--- config.mk ---
export PLATFORM = sky130hd
export DESIGN_NAME = lsdc_regs
export DESIGN_NICKNAME = d
export VERILOG_FILES = /design/src/hw/lsdc_regs.v
export VERILOG_INCLUDE_DIRS = /design/src /design/src/hw
export SDC_FILE = /design/constraint.sdc
export NUM_CORES = 1
export LEC_CHECK = 0
export BUFFER_PORTS_ARGS = -buffer_cell sky130_fd_sc_hd__buf_2
export CAP_MARGIN = 5
export CORE_ASPECT_RATIO = 1.25
export CORE_MARGIN = 4
export CORE_UTILIZATION = 44
export CTS_CLUSTER_SIZE = 24
export DETAILED_ROUTE_END_ITERATION = 8
export PLACE_DENSITY = 0.78
export SLEW_MARGIN = 15
export SYNTH_ARGS = -nofsm -noshare
export SYNTH_HDL_FRONTEND = slang
export SYNTH_SLANG_ARGS = --single-unit
--- constraint.sdc ---
create_clock -name CORE_CLK_I -period 2.2 [get_ports CORE_CLK_I]
set_input_delay 0.22 -clock CORE_CLK_I [delete_from_list [all_inputs] [get_ports CORE_CLK_I]]
set_output_delay 0.22 -clock CORE_CLK_I [all_outputs]
set_load 0.01 [all_outputs]
--- src/hw/lsdc_map.vh ---
// lsdc_map.vh: address map, field positions and reset values of the
// low-side driver register bank. definitions only.
`ifndef LSDC_MAP_VH
`define LSDC_MAP_VH
`define LSDC_BASE_BLOCKING 16'h0200
`define LSDC_BASE_NONBLOCK 16'h0300
`define LSDC_OFF_CONTROL 8'h30
`define LSDC_OFF_STATUS 8'h31
`define LSDC_OFF_UNLOCK 8'h32
`define LSDC_UNLOCK_KEY 4'h5
`define LSDC_CTRL_RESET 8'h00
`define LSDC_UNLOCK_RESET 4'h0
`define LSDC_CTRL_WMASK 8'hbf
`define LSDC_BIT_OT_IRQ_EN 7
`define LSDC_BIT_SEL_TWO 5
`define LSDC_BIT_SEL_ONE 4
`define LSDC_BIT_PWM_TWO 3
`define LSDC_BIT_PWM_ONE 2
`define LSDC_BIT_EN_TWO 1
`define LSDC_BIT_EN_ONE 0
`define LSDC_BIT_OT_COND 7
`endif

--- src/hw/lsdc_regs.v ---
// lsdc_regs.v: low-side driver control, status and unlock registers.
// assumes a single-cycle die-to-die register port on CORE_CLK_I and
// analog status inputs arriving asynchronously.
`timescale 1ns/1ps
`default_nettype none
`include "lsdc_map.vh"
// Summary of operation
// [RQ1] control, status, unlock decoded at offsets 0x30, 0x31, 0x32.
// [RQ2] registers reachable at base 0x0200 blocking and 0x300 non-blocking.
// [RQ3] control bit 7 enables the overtemperature interrupt.
// [RQ4] control bits 5/4 pick pwm channel for drivers two/one.
// [RQ5] control bits 3/2 enable pwm modulation of drivers two/one.
// [RQ6] control bits 1/0 switch drivers two/one only once unlocked.
// [RQ7] driver enables honoured only while unlock field holds the key.
// [RQ8] unlock value 0x5 enables control, all others disable it.
// [RQ9] status bit 7 shows overtemperature; both drivers held off meanwhile.
// [RQ10] reading status clears the latched overtemperature interrupt flag.
// [RQ11] status bits 3/2 show current limitation of drivers two/one.
// [RQ12] status bits 1/0 show open load of drivers two/one.
// [RQ13] status register is read-only; writes have no effect.
// [RQ14] all registers reset to zero; unused bits read zero.
// [RQ15] software writes the key after reset and after regulator overvoltage.
// [RQ16] regulator overvoltage clears both driver enable bits.
// [RQ17] after overtemperature, a control write turns drivers on again.
// [RQ18] open-load bits never flag while a driver is off.
module lsdc_regs (
    input wire CORE_CLK_I,
    input wire RESET_I,
    input wire [15:0] ADDR_I,
    input wire WR_I,
    input wire RD_I,
    input wire [7:0] WDATA_I,
    output reg [7:0] RDATA_O,
    output wire HIT_O,
    input wire [1:0] PWM_CHAN_I,
    input wire OVERTEMP_I,
    input wire REG_OVERVOLT_I,
    input wire [1:0] CUR_LIMIT_I,
    input wire [1:0] OPEN_LOAD_I,
    output reg [1:0] DRIVER_ON_O,
    output wire OVERTEMP_IRQ_O
);

    // window bases, full width so the compare keeps its size
    localparam [15:0] BASE_BLK = `LSDC_BASE_BLOCKING;
    localparam [15:0] BASE_NBK = `LSDC_BASE_NONBLOCK;
    localparam [7:0] OFF_NONE = 8'hff;

    // offset of an address in either window, or OFF_NONE outside
    function [7:0] win_off;
        input [15:0] a;
        begin
            if (a[15:8] == BASE_BLK[15:8] ||
                    a[15:8] == BASE_NBK[15:8]) begin // [RQ2]
                win_off = a[7:0];
            end else begin
                win_off = OFF_NONE;
            end
        end
    endfunction

    // match of a window offset against one register
    function is_off;
        input [7:0] o;
        input [7:0] want;
        begin
            is_off = (o == want);
        end
    endfunction

    // synchronised analog status, first and second stage
    reg [6:0] sync_a_q;
    reg [6:0] sync_b_q;

    // register state and next values
    reg [7:0] ctrl_q;
    reg [7:0] ctrl_d;
    reg [3:0] unlock_q;
    reg [3:0] unlock_d;
    reg irq_flag_q;
    reg irq_flag_d;
    reg shut_q;
    reg shut_d;
    reg [7:0] rdata_d;

    // decode
    wire [7:0] off;
    wire sel_ctrl;
    wire sel_stat;
    wire sel_unl;
    wire wr_ctrl;
    wire wr_unl;
    wire rd_stat;

    // status views
    wire ot;
    wire ov;
    wire [1:0] cl;
    wire [1:0] ol;
    wire unlocked;
    wire [1:0] pwm_lvl;
    wire [1:0] driver_on_d;
    wire [7:0] status;

    assign off = win_off(ADDR_I);
    assign sel_ctrl = is_off(off, `LSDC_OFF_CONTROL); // [RQ1]
    assign sel_stat = is_off(off, `LSDC_OFF_STATUS); // [RQ1]
    assign sel_unl = is_off(off, `LSDC_OFF_UNLOCK); // [RQ1]
    assign wr_ctrl = WR_I & sel_ctrl;
    assign wr_unl = WR_I & sel_unl;
    assign rd_stat = RD_I & sel_stat;

    assign ot = sync_b_q[0];
    assign ov = sync_b_q[1];
    assign cl = sync_b_q[3:2];
    assign ol = sync_b_q[5:4];
    assign unlocked = (unlock_q == `LSDC_UNLOCK_KEY); // [RQ7] [RQ8]

    assign HIT_O = sel_ctrl | sel_stat | sel_unl;
    assign OVERTEMP_IRQ_O = irq_flag_q;

    // two-flop synchronisers for analog status
    always @(posedge CORE_CLK_I) begin
        if (RESET_I) begin
            sync_a_q <= 7'h00;
            sync_b_q <= 7'h00;
        end else begin
            sync_a_q <= {1'b0, OPEN_LOAD_I, CUR_LIMIT_I, REG_OVERVOLT_I,
                OVERTEMP_I};
            sync_b_q <= sync_a_q;
        end
    end

    // control register; overvoltage beats a write of the enables
    always @* begin
        ctrl_d = ctrl_q;
        if (wr_ctrl) begin
            ctrl_d = WDATA_I & `LSDC_CTRL_WMASK; // [RQ3] [RQ4] [RQ5] [RQ14]
        end
        if (ov) begin
            ctrl_d[`LSDC_BIT_EN_TWO] = 1'b0; // [RQ16]
            ctrl_d[`LSDC_BIT_EN_ONE] = 1'b0; // [RQ16]
        end
    end

    // unlock key field
    always @* begin
        unlock_d = unlock_q;
        if (wr_unl) begin
            unlock_d = WDATA_I[3:0]; // [RQ7]
        end
    end

    // overtemperature shutdown latch
    always @* begin
        shut_d = shut_q;
        if (ot) begin
            shut_d = 1'b1; // [RQ9]
        end else if (wr_ctrl) begin
            shut_d = 1'b0; // [RQ17]
        end
    end

    // interrupt flag; set wins over the read clear
    always @* begin
        irq_flag_d = irq_flag_q;
        if (ot && ctrl_q[`LSDC_BIT_OT_IRQ_EN]) begin
            irq_flag_d = 1'b1; // [RQ3]
        end else if (rd_stat) begin
            irq_flag_d = 1'b0; // [RQ10]
        end
    end

    // status image; open load masked while a driver is off
    assign status = {ot, 3'b000, cl,
        ol & DRIVER_ON_O}; // [RQ9] [RQ11] [RQ12] [RQ18] [RQ14]

    // read data; status writes are not decoded
    always @* begin
        rdata_d = RDATA_O;
        if (RD_I) begin
            if (sel_ctrl) begin
                rdata_d = ctrl_q;
            end else if (sel_stat) begin
                rdata_d = status; // [RQ13]
            end else if (sel_unl) begin
                rdata_d = {4'h0, unlock_q}; // [RQ14]
            end else begin
                rdata_d = 8'h00;
            end
        end
    end

    // register state
    always @(posedge CORE_CLK_I) begin
        if (RESET_I) begin
            ctrl_q <= `LSDC_CTRL_RESET; // [RQ14]
            unlock_q <= `LSDC_UNLOCK_RESET; // [RQ14]
            irq_flag_q <= 1'b0;
            shut_q <= 1'b0;
            RDATA_O <= 8'h00;
        end else begin
            ctrl_q <= ctrl_d;
            unlock_q <= unlock_d;
            irq_flag_q <= irq_flag_d;
            shut_q <= shut_d;
            RDATA_O <= rdata_d;
        end
    end

    // per-driver gate command
    genvar g;
    generate
        for (g = 0; g < 2; g = g + 1) begin : drv
            wire sel;
            wire pen;
            assign sel = ctrl_q[`LSDC_BIT_SEL_ONE + g];
            assign pen = ctrl_q[`LSDC_BIT_PWM_ONE + g];
            assign pwm_lvl[g] = pen ? PWM_CHAN_I[sel] : 1'b1; // [RQ4] [RQ5]
            assign driver_on_d[g] = ctrl_q[`LSDC_BIT_EN_ONE + g] &
                unlocked & ~shut_q & ~ot & pwm_lvl[g]; // [RQ6] [RQ9]
        end
    endgenerate

    // output register of both driver gate outputs
    always @(posedge CORE_CLK_I) begin
        if (RESET_I) begin
            DRIVER_ON_O <= 2'b00;
        end else begin
            DRIVER_ON_O <= driver_on_d;
        end
    end

endmodule // lsdc_regs
`default_nettype wire

==> results of run 1 <==
[layer usage]
metal  part of all wire  wire length, µm  GRT usage
met5                  0                0          0
met2               0.48             1440      0.240
met4              0.026               80     0.0773
met1               0.43             1300      0.187
met3              0.066              199     0.0602
[sequential cells by signal (all words and copies together), names as in the netlist]
name	count
unlock_q	4
shut_q	1
RDATA_O	7
sync_a_q	6
OVERTEMP_IRQ_O	1
DRIVER_ON_O	2
ctrl_q	7
sync_b_q	6
[worst max-delay path by stage]
stage               cells after the start     to       start
finish                                  5  HIT_O  ADDR_I[13]
global route                            5  HIT_O  ADDR_I[13]
CTS                                     5  HIT_O  ADDR_I[13]
detailed placement                      5  HIT_O  ADDR_I[13]
global placement                        5  HIT_O  ADDR_I[13]
floorplan                               4  HIT_O  ADDR_I[13]
[critical path, stage by stage]
cell and delay (ps):
buf_2 110, nor4b_4 300, nand4_1 440, a21oi_1 250, buf_2 160
[power groups by stage]
stage	registers, µW	clock network, µW	logic, µW
5_1_grt	631	490	91.0
2_1_floorplan	643	0	41.2
3_3_place_gp	644	0	79.1
6_report	629	457	82.0
3_5_place_dp	644	0	81.3
4_1_cts	629	462	81.7
[cell usage in the layout, fill, tap and decap left out]
cell / netlist / routed
and4_4: 1 / 1
nand2_1: 12 / 12
o22ai_1: 2 / 2
a211oi_1: 2 / 2
nand3b_2: 1 / 1
mux2_2: 1 / 1
a21oi_1: 17 / 17
dfxtp_1: 34 / 34
and3b_1: 1 / 1
nor3b_2: 1 / 1
o31ai_1: 4 / 4
mux2i_1: 2 / 2
conb_1: 1 / 1
nor4_4: 1 / 1
nand2b_1: 1 / 1
bufinv_16: 0 / 1
or2_2: 1 / 1
nand4_1: 3 / 3
o21ai_0: 16 / 16
clkbuf_4: 0 / 5
nor4_1: 2 / 2
buf_2: 0 / 44
nor2b_1: 14 / 14
o21ai_1: 1 / 1
and3_1: 2 / 2
clkbuf_8: 0 / 1
nand3b_1: 1 / 1
nor4b_4: 1 / 1
nor2_1: 7 / 7
or4b_1: 1 / 1
nand3_1: 12 / 12
inv_1: 6 / 6
[area by class of cell]
type	instances	area [µm²]	area share
repair buffers	44	220	0.130
clock inverters	1	30.0	0.0177
clock buffers	6	51.3	0.0303
flip-flops and latches	34	681	0.402
inverters	6	22.5	0.0133
well taps	36	45.0	0.0266
multi-input cells	108	644	0.380
[cell families (layout without fill, tap and decap cells)]
kind of cell           count (synthesis)  count (layout)  synth area share
AND/OR/NAND/NOR                       62              62             0.274
other                                  1               1           0.00269
buffers and inverters                 15              57            0.0485
multiplexers                           3               3            0.0225
AO/OA/AOI/OAI                         42              42             0.164
flip-flops                            34              34             0.489
[through the flow]
step / utilization / power (µW) / cells / setup slack [ps] / hold slack (ps)
6_report: 0.565 / 1170 / 235 / 490 / 83.7
5_1_grt: 0.565 / 1210 / 235 / 304 / 80.3
4_1_cts: 0.565 / 1170 / 235 / 459 / 83.1
3_5_place_dp: 0.538 / 725 / 228 / 472 / 422
3_3_place_gp: 0.538 / 723 / 228 / 463 / 419
2_1_floorplan: - / 684 / 157 / 872 / 348
==> flow_metrics.env, run 1 <==
export IMPL_syn_nets=193
export IMPL_p_sw_frac=0.207
export IMPL_arrival_ps=1490
export IMPL_synth_async_reset_ratio=0
export IMPL_rsz0062_at_grt="false"
export IMPL_synth_sequential_area_ratio=0.489
export IMPL_post_cts_resized=0
export IMPL_boundaryPins=48
export IMPL_route_detailed_drc=0
export IMPL_coreArea_um2=3000
export IMPL_end_kind="output pin"
export IMPL_diodes=0
export IMPL_grt_pass1_vias=1178
export IMPL_fin_area_um2=1690
export IMPL_fillers=307
export IMPL_overflow=0
export IMPL_whs_path_depth=2
export IMPL_io_buffer_count=44
export IMPL_cts_setup_buffers=0
export IMPL_finalHoldViolCount=0
export IMPL_avgRoutedWirePerCell_um=12.9
export IMPL_h_tree_depth=2
export IMPL_synth_most_common_cell="dfxtp_1"
export IMPL_synth_enable_flop_cells=0
export IMPL_status="finished, final reports clean"
export IMPL_max_cap_viol_count=0
export IMPL_netlist_area_um2=1390
export IMPL_vdd_drop_max_mv=0.547
export IMPL_layout_nets=235
export IMPL_maxSlewViolCount=0
export IMPL_hp_start="OVERTEMP_I"
export IMPL_die_width_um=58.3
export IMPL_ff2ff_setup_slack_ps=800
export IMPL_antenna_found_initial=0
export IMPL_tns_ps=0
export IMPL_ys_flop_type="dfxtp_1"
export IMPL_cts_root_buf="clkbuf_4"
export IMPL_setup_violations=0
export IMPL_die_area_um2=4130
export IMPL_cts_buffers=5
export IMPL_path_max_fanout=14
export IMPL_drtIter0Drc=23
export IMPL_tightest_slew_ps=528
export IMPL_ctsHoldBuffers=0
export IMPL_share_comb_of_total_power=0.070
export IMPL_dp_hpwl_mm=2.27
export IMPL_regToRegStartpoint="unlock_q[2]"
export IMPL_yosys_warnings=0
export IMPL_clk_latency_ps=340
export IMPL_hold_end="sync_a_q[0]"
export IMPL_drt_pass1_iter_count=4
export IMPL_final_layout_size_suffix_gt1_frac=0.291
export IMPL_worstHoldPathType="in -> reg"
export IMPL_avgSynthCellArea_um2=8.87
export IMPL_reg2reg_depth=4
export IMPL_leakage_uw=0.000690
export IMPL_grt_pass1_wl_mm=4.99
export IMPL_pwr_share_seq=0.538
export IMPL_synth_area_leader_cell="dfxtp_1"
export IMPL_initial_utilization=0.464
export IMPL_cts_sinks=34
export IMPL_gp_congestion=0.826
export IMPL_worstSetupPathType="in -> out"
export IMPL_clock_fmax_ghz=0.585
export IMPL_syn_instance_count=157
export IMPL_synth_top_area_share=0.489
export IMPL_routed_wl_mm=3.03
export IMPL_fp_row_count=22
export IMPL_required_ps=1980
export IMPL_cts_tree="done"
export IMPL_power_clock_fraction=0.391
export IMPL_die_height_um=70.9
export IMPL_switchingPower_uw=242
export IMPL_synth_seq_cells=34
export IMPL_ant_nets=0
export IMPL_crit_path_start_kind="input pin"
export IMPL_min_period_over_period=0.777
export IMPL_vias=1224
export IMPL_rr_endpoint="DRIVER_ON_O[0]"
export IMPL_slew_headroom=0.648
export IMPL_p_per_area_nw_per_um2=690
export IMPL_path_clk_slew_ps=100
export IMPL_grt_max_degree=32
export IMPL_ys_types=31
export IMPL_clock_skew_ps=17.5
export IMPL_synth_area_leaders="dfxtp_1 49%, nor2b_1 6.3%, a21oi_1 6.1%"
export IMPL_grt_use_total=0.156
export IMPL_dpl_cell_area_um2=1610
export IMPL_synthTopCellsByCount="34 x dfxtp_1, 17 x a21oi_1, 16 x o21ai_0"
export IMPL_area_growth_pct=21.7
export IMPL_cts_buffer_depth=2
export IMPL_min_period_ps=1710
export IMPL_p_int_uw=927
export IMPL_vias_per_cell=5.21
No activity file was read; power rests on OpenSTA's default activity.
==> run 2, diff against run 1 <==
clock period = 1.76 ns   (was 2.2 ns; I/O delays follow)
==> run 2 against run 1 <==
- final area grew 2.7%
- total power increased by 40%
- sequential share of layout area down 1.0 points
- clock-buffer cell count unchanged
- critical endpoint is now DRIVER_ON_O[1]
- worst hold slack worse by 57 ps
- via count is 0.16% higher
==> flow_metrics.env, run 2 (synthesis results as in run 1) <==
export IMPL_vias_per_cell=5.15
export IMPL_end_kind="register"
export IMPL_route_detailed_drc=0
export IMPL_ff2ff_setup_slack_ps=360
export IMPL_cts_sinks=34
export IMPL_diodes=0
export IMPL_finalHoldViolCount=0
export IMPL_path_clk_slew_ps=110
export IMPL_coreArea_um2=3000
export IMPL_cts_buffers=5
export IMPL_avgRoutedWirePerCell_um=12.5
export IMPL_worstSetupPathType="reg -> reg"
export IMPL_final_common_cell="buf_2"
export IMPL_p_per_area_nw_per_um2=938
export IMPL_dp_hpwl_mm=2.26
export IMPL_arrival_ps=1680
export IMPL_clock_skew_ps=20.0
export IMPL_setup_violations=0
export IMPL_cts_tree="done"
export IMPL_crit_path_start_kind="register"
export IMPL_overflow=0
export IMPL_fin_cells=238
export IMPL_grt_use_total=0.154
export IMPL_boundaryPins=48
export IMPL_ant_nets=0
export IMPL_routed_wl_mm=2.99
export IMPL_grt_pass1_vias=1118
export IMPL_io_buffer_count=44
export IMPL_grt_pass1_wl_mm=4.87
export IMPL_antenna_found_initial=0
export IMPL_tns_ps=0
export IMPL_min_period_ps=1400
export IMPL_drtIter0Drc=38
export IMPL_rsz0062_at_grt="false"
export IMPL_max_cap_viol_count=0
export IMPL_maxSlewViolCount=0
export IMPL_reg_top3="RDATA_O: 7 flops, ctrl_q: 7 flops"
export IMPL_area_growth_pct=24.9
export IMPL_fin_util=0.580
export IMPL_vdd_drop_max_mv=0.908
export IMPL_final_layout_size_suffix_gt1_frac=0.302
export IMPL_ctsHoldBuffers=0
export IMPL_cts_root_buf="clkbuf_4"
export IMPL_min_period_over_period=0.795
export IMPL_die_height_um=70.9
export IMPL_dp_cells=230
export IMPL_initial_utilization=0.464
export IMPL_gp_congestion=0.839
export IMPL_layout_nets=237
export IMPL_grt_max_degree=31
export IMPL_required_ps=2040
export IMPL_leakage_uw=0.000713
export IMPL_cts_buffer_depth=2
export IMPL_path_max_fanout=2
export IMPL_drt_pass1_iter_count=4
export IMPL_clk_latency_ps=350
export IMPL_die_width_um=58.3
export IMPL_h_tree_depth=2
export IMPL_die_area_um2=4130
export IMPL_worstHoldPathType="in -> reg"
export IMPL_vias=1226
export IMPL_layout_common_cells="44 x buf_2, 34 x dfxtp_1, 17 x a21oi_1"
export IMPL_post_cts_resized=0
export IMPL_clock_fmax_ghz=0.714
export IMPL_status="finished, final reports clean"
export IMPL_fp_row_count=22
export IMPL_cts_setup_buffers=0
==> run 2: cell count changes in the layout (fill, tap and decap cells not counted) <==
cell / change
buf_4: +2
bufinv_16: +1
==> run 2: final timing paths <==
kind,startpoint,end,cells past startpoint
worst min register to register,sync_a_q[2],sync_b_q[2],1
worst max register to register,unlock_q[2],DRIVER_ON_O[1],4
worst max-delay path,unlock_q[2],DRIVER_ON_O[1],4
worst min-delay path,CUR_LIMIT_I[1],sync_a_q[3],2
==> run 2: final cells by class <==
cell class / count / area, µm²
fill: 275 / 1260
sequential: 34 / 681
multi-input combinational: 108 / 644
timing repair buffer: 46 / 235
clock inverter: 2 / 60.1
clock buffer: 6 / 51.3
tap: 36 / 45.0
inverter: 6 / 22.5
==> run 2: through the flow <==
step | hold slack (ps) | power (µW) | setup WS (ps) | cell area, µm²
floorplan | 304 | 855 | 520 | 1390
global placement | 383 | 905 | 338 | 1630
detailed placement | 390 | 907 | 314 | 1630
CTS | 22.2 | 1640 | 360 | 1740
global route | 18.2 | 1700 | 270 | 1740
finish | 26.6 | 1630 | 360 | 1740
==> run 2: routing by layer <==
metal | part of all wire | up-vias | global-route usage
met4 | 0.015 | 0 | 0.0541
met3 | 0.078 | 6 | 0.0602
met5 | 0 | - | 0
met2 | 0.50 | 41 | 0.257
met1 | 0.40 | 544 | 0.177
li1 | - | 635 | -
==> run 2: critical path, stage by stage (launching register included) <==
cell and delay [ps]:
dfxtp_1 340, inv_1 50, or4b_1 490, nor4_1 250
and3_1 210
==> run 2: power by group <==
group	leakage [µW]	switching [µW]	total [µW]	internal [µW]
clock	0.0000585	260	741	481
sequential	0.000277	4.42	787	783
combinational	0.000378	55.4	103	47.3
total	0.000713	320	1630	1310
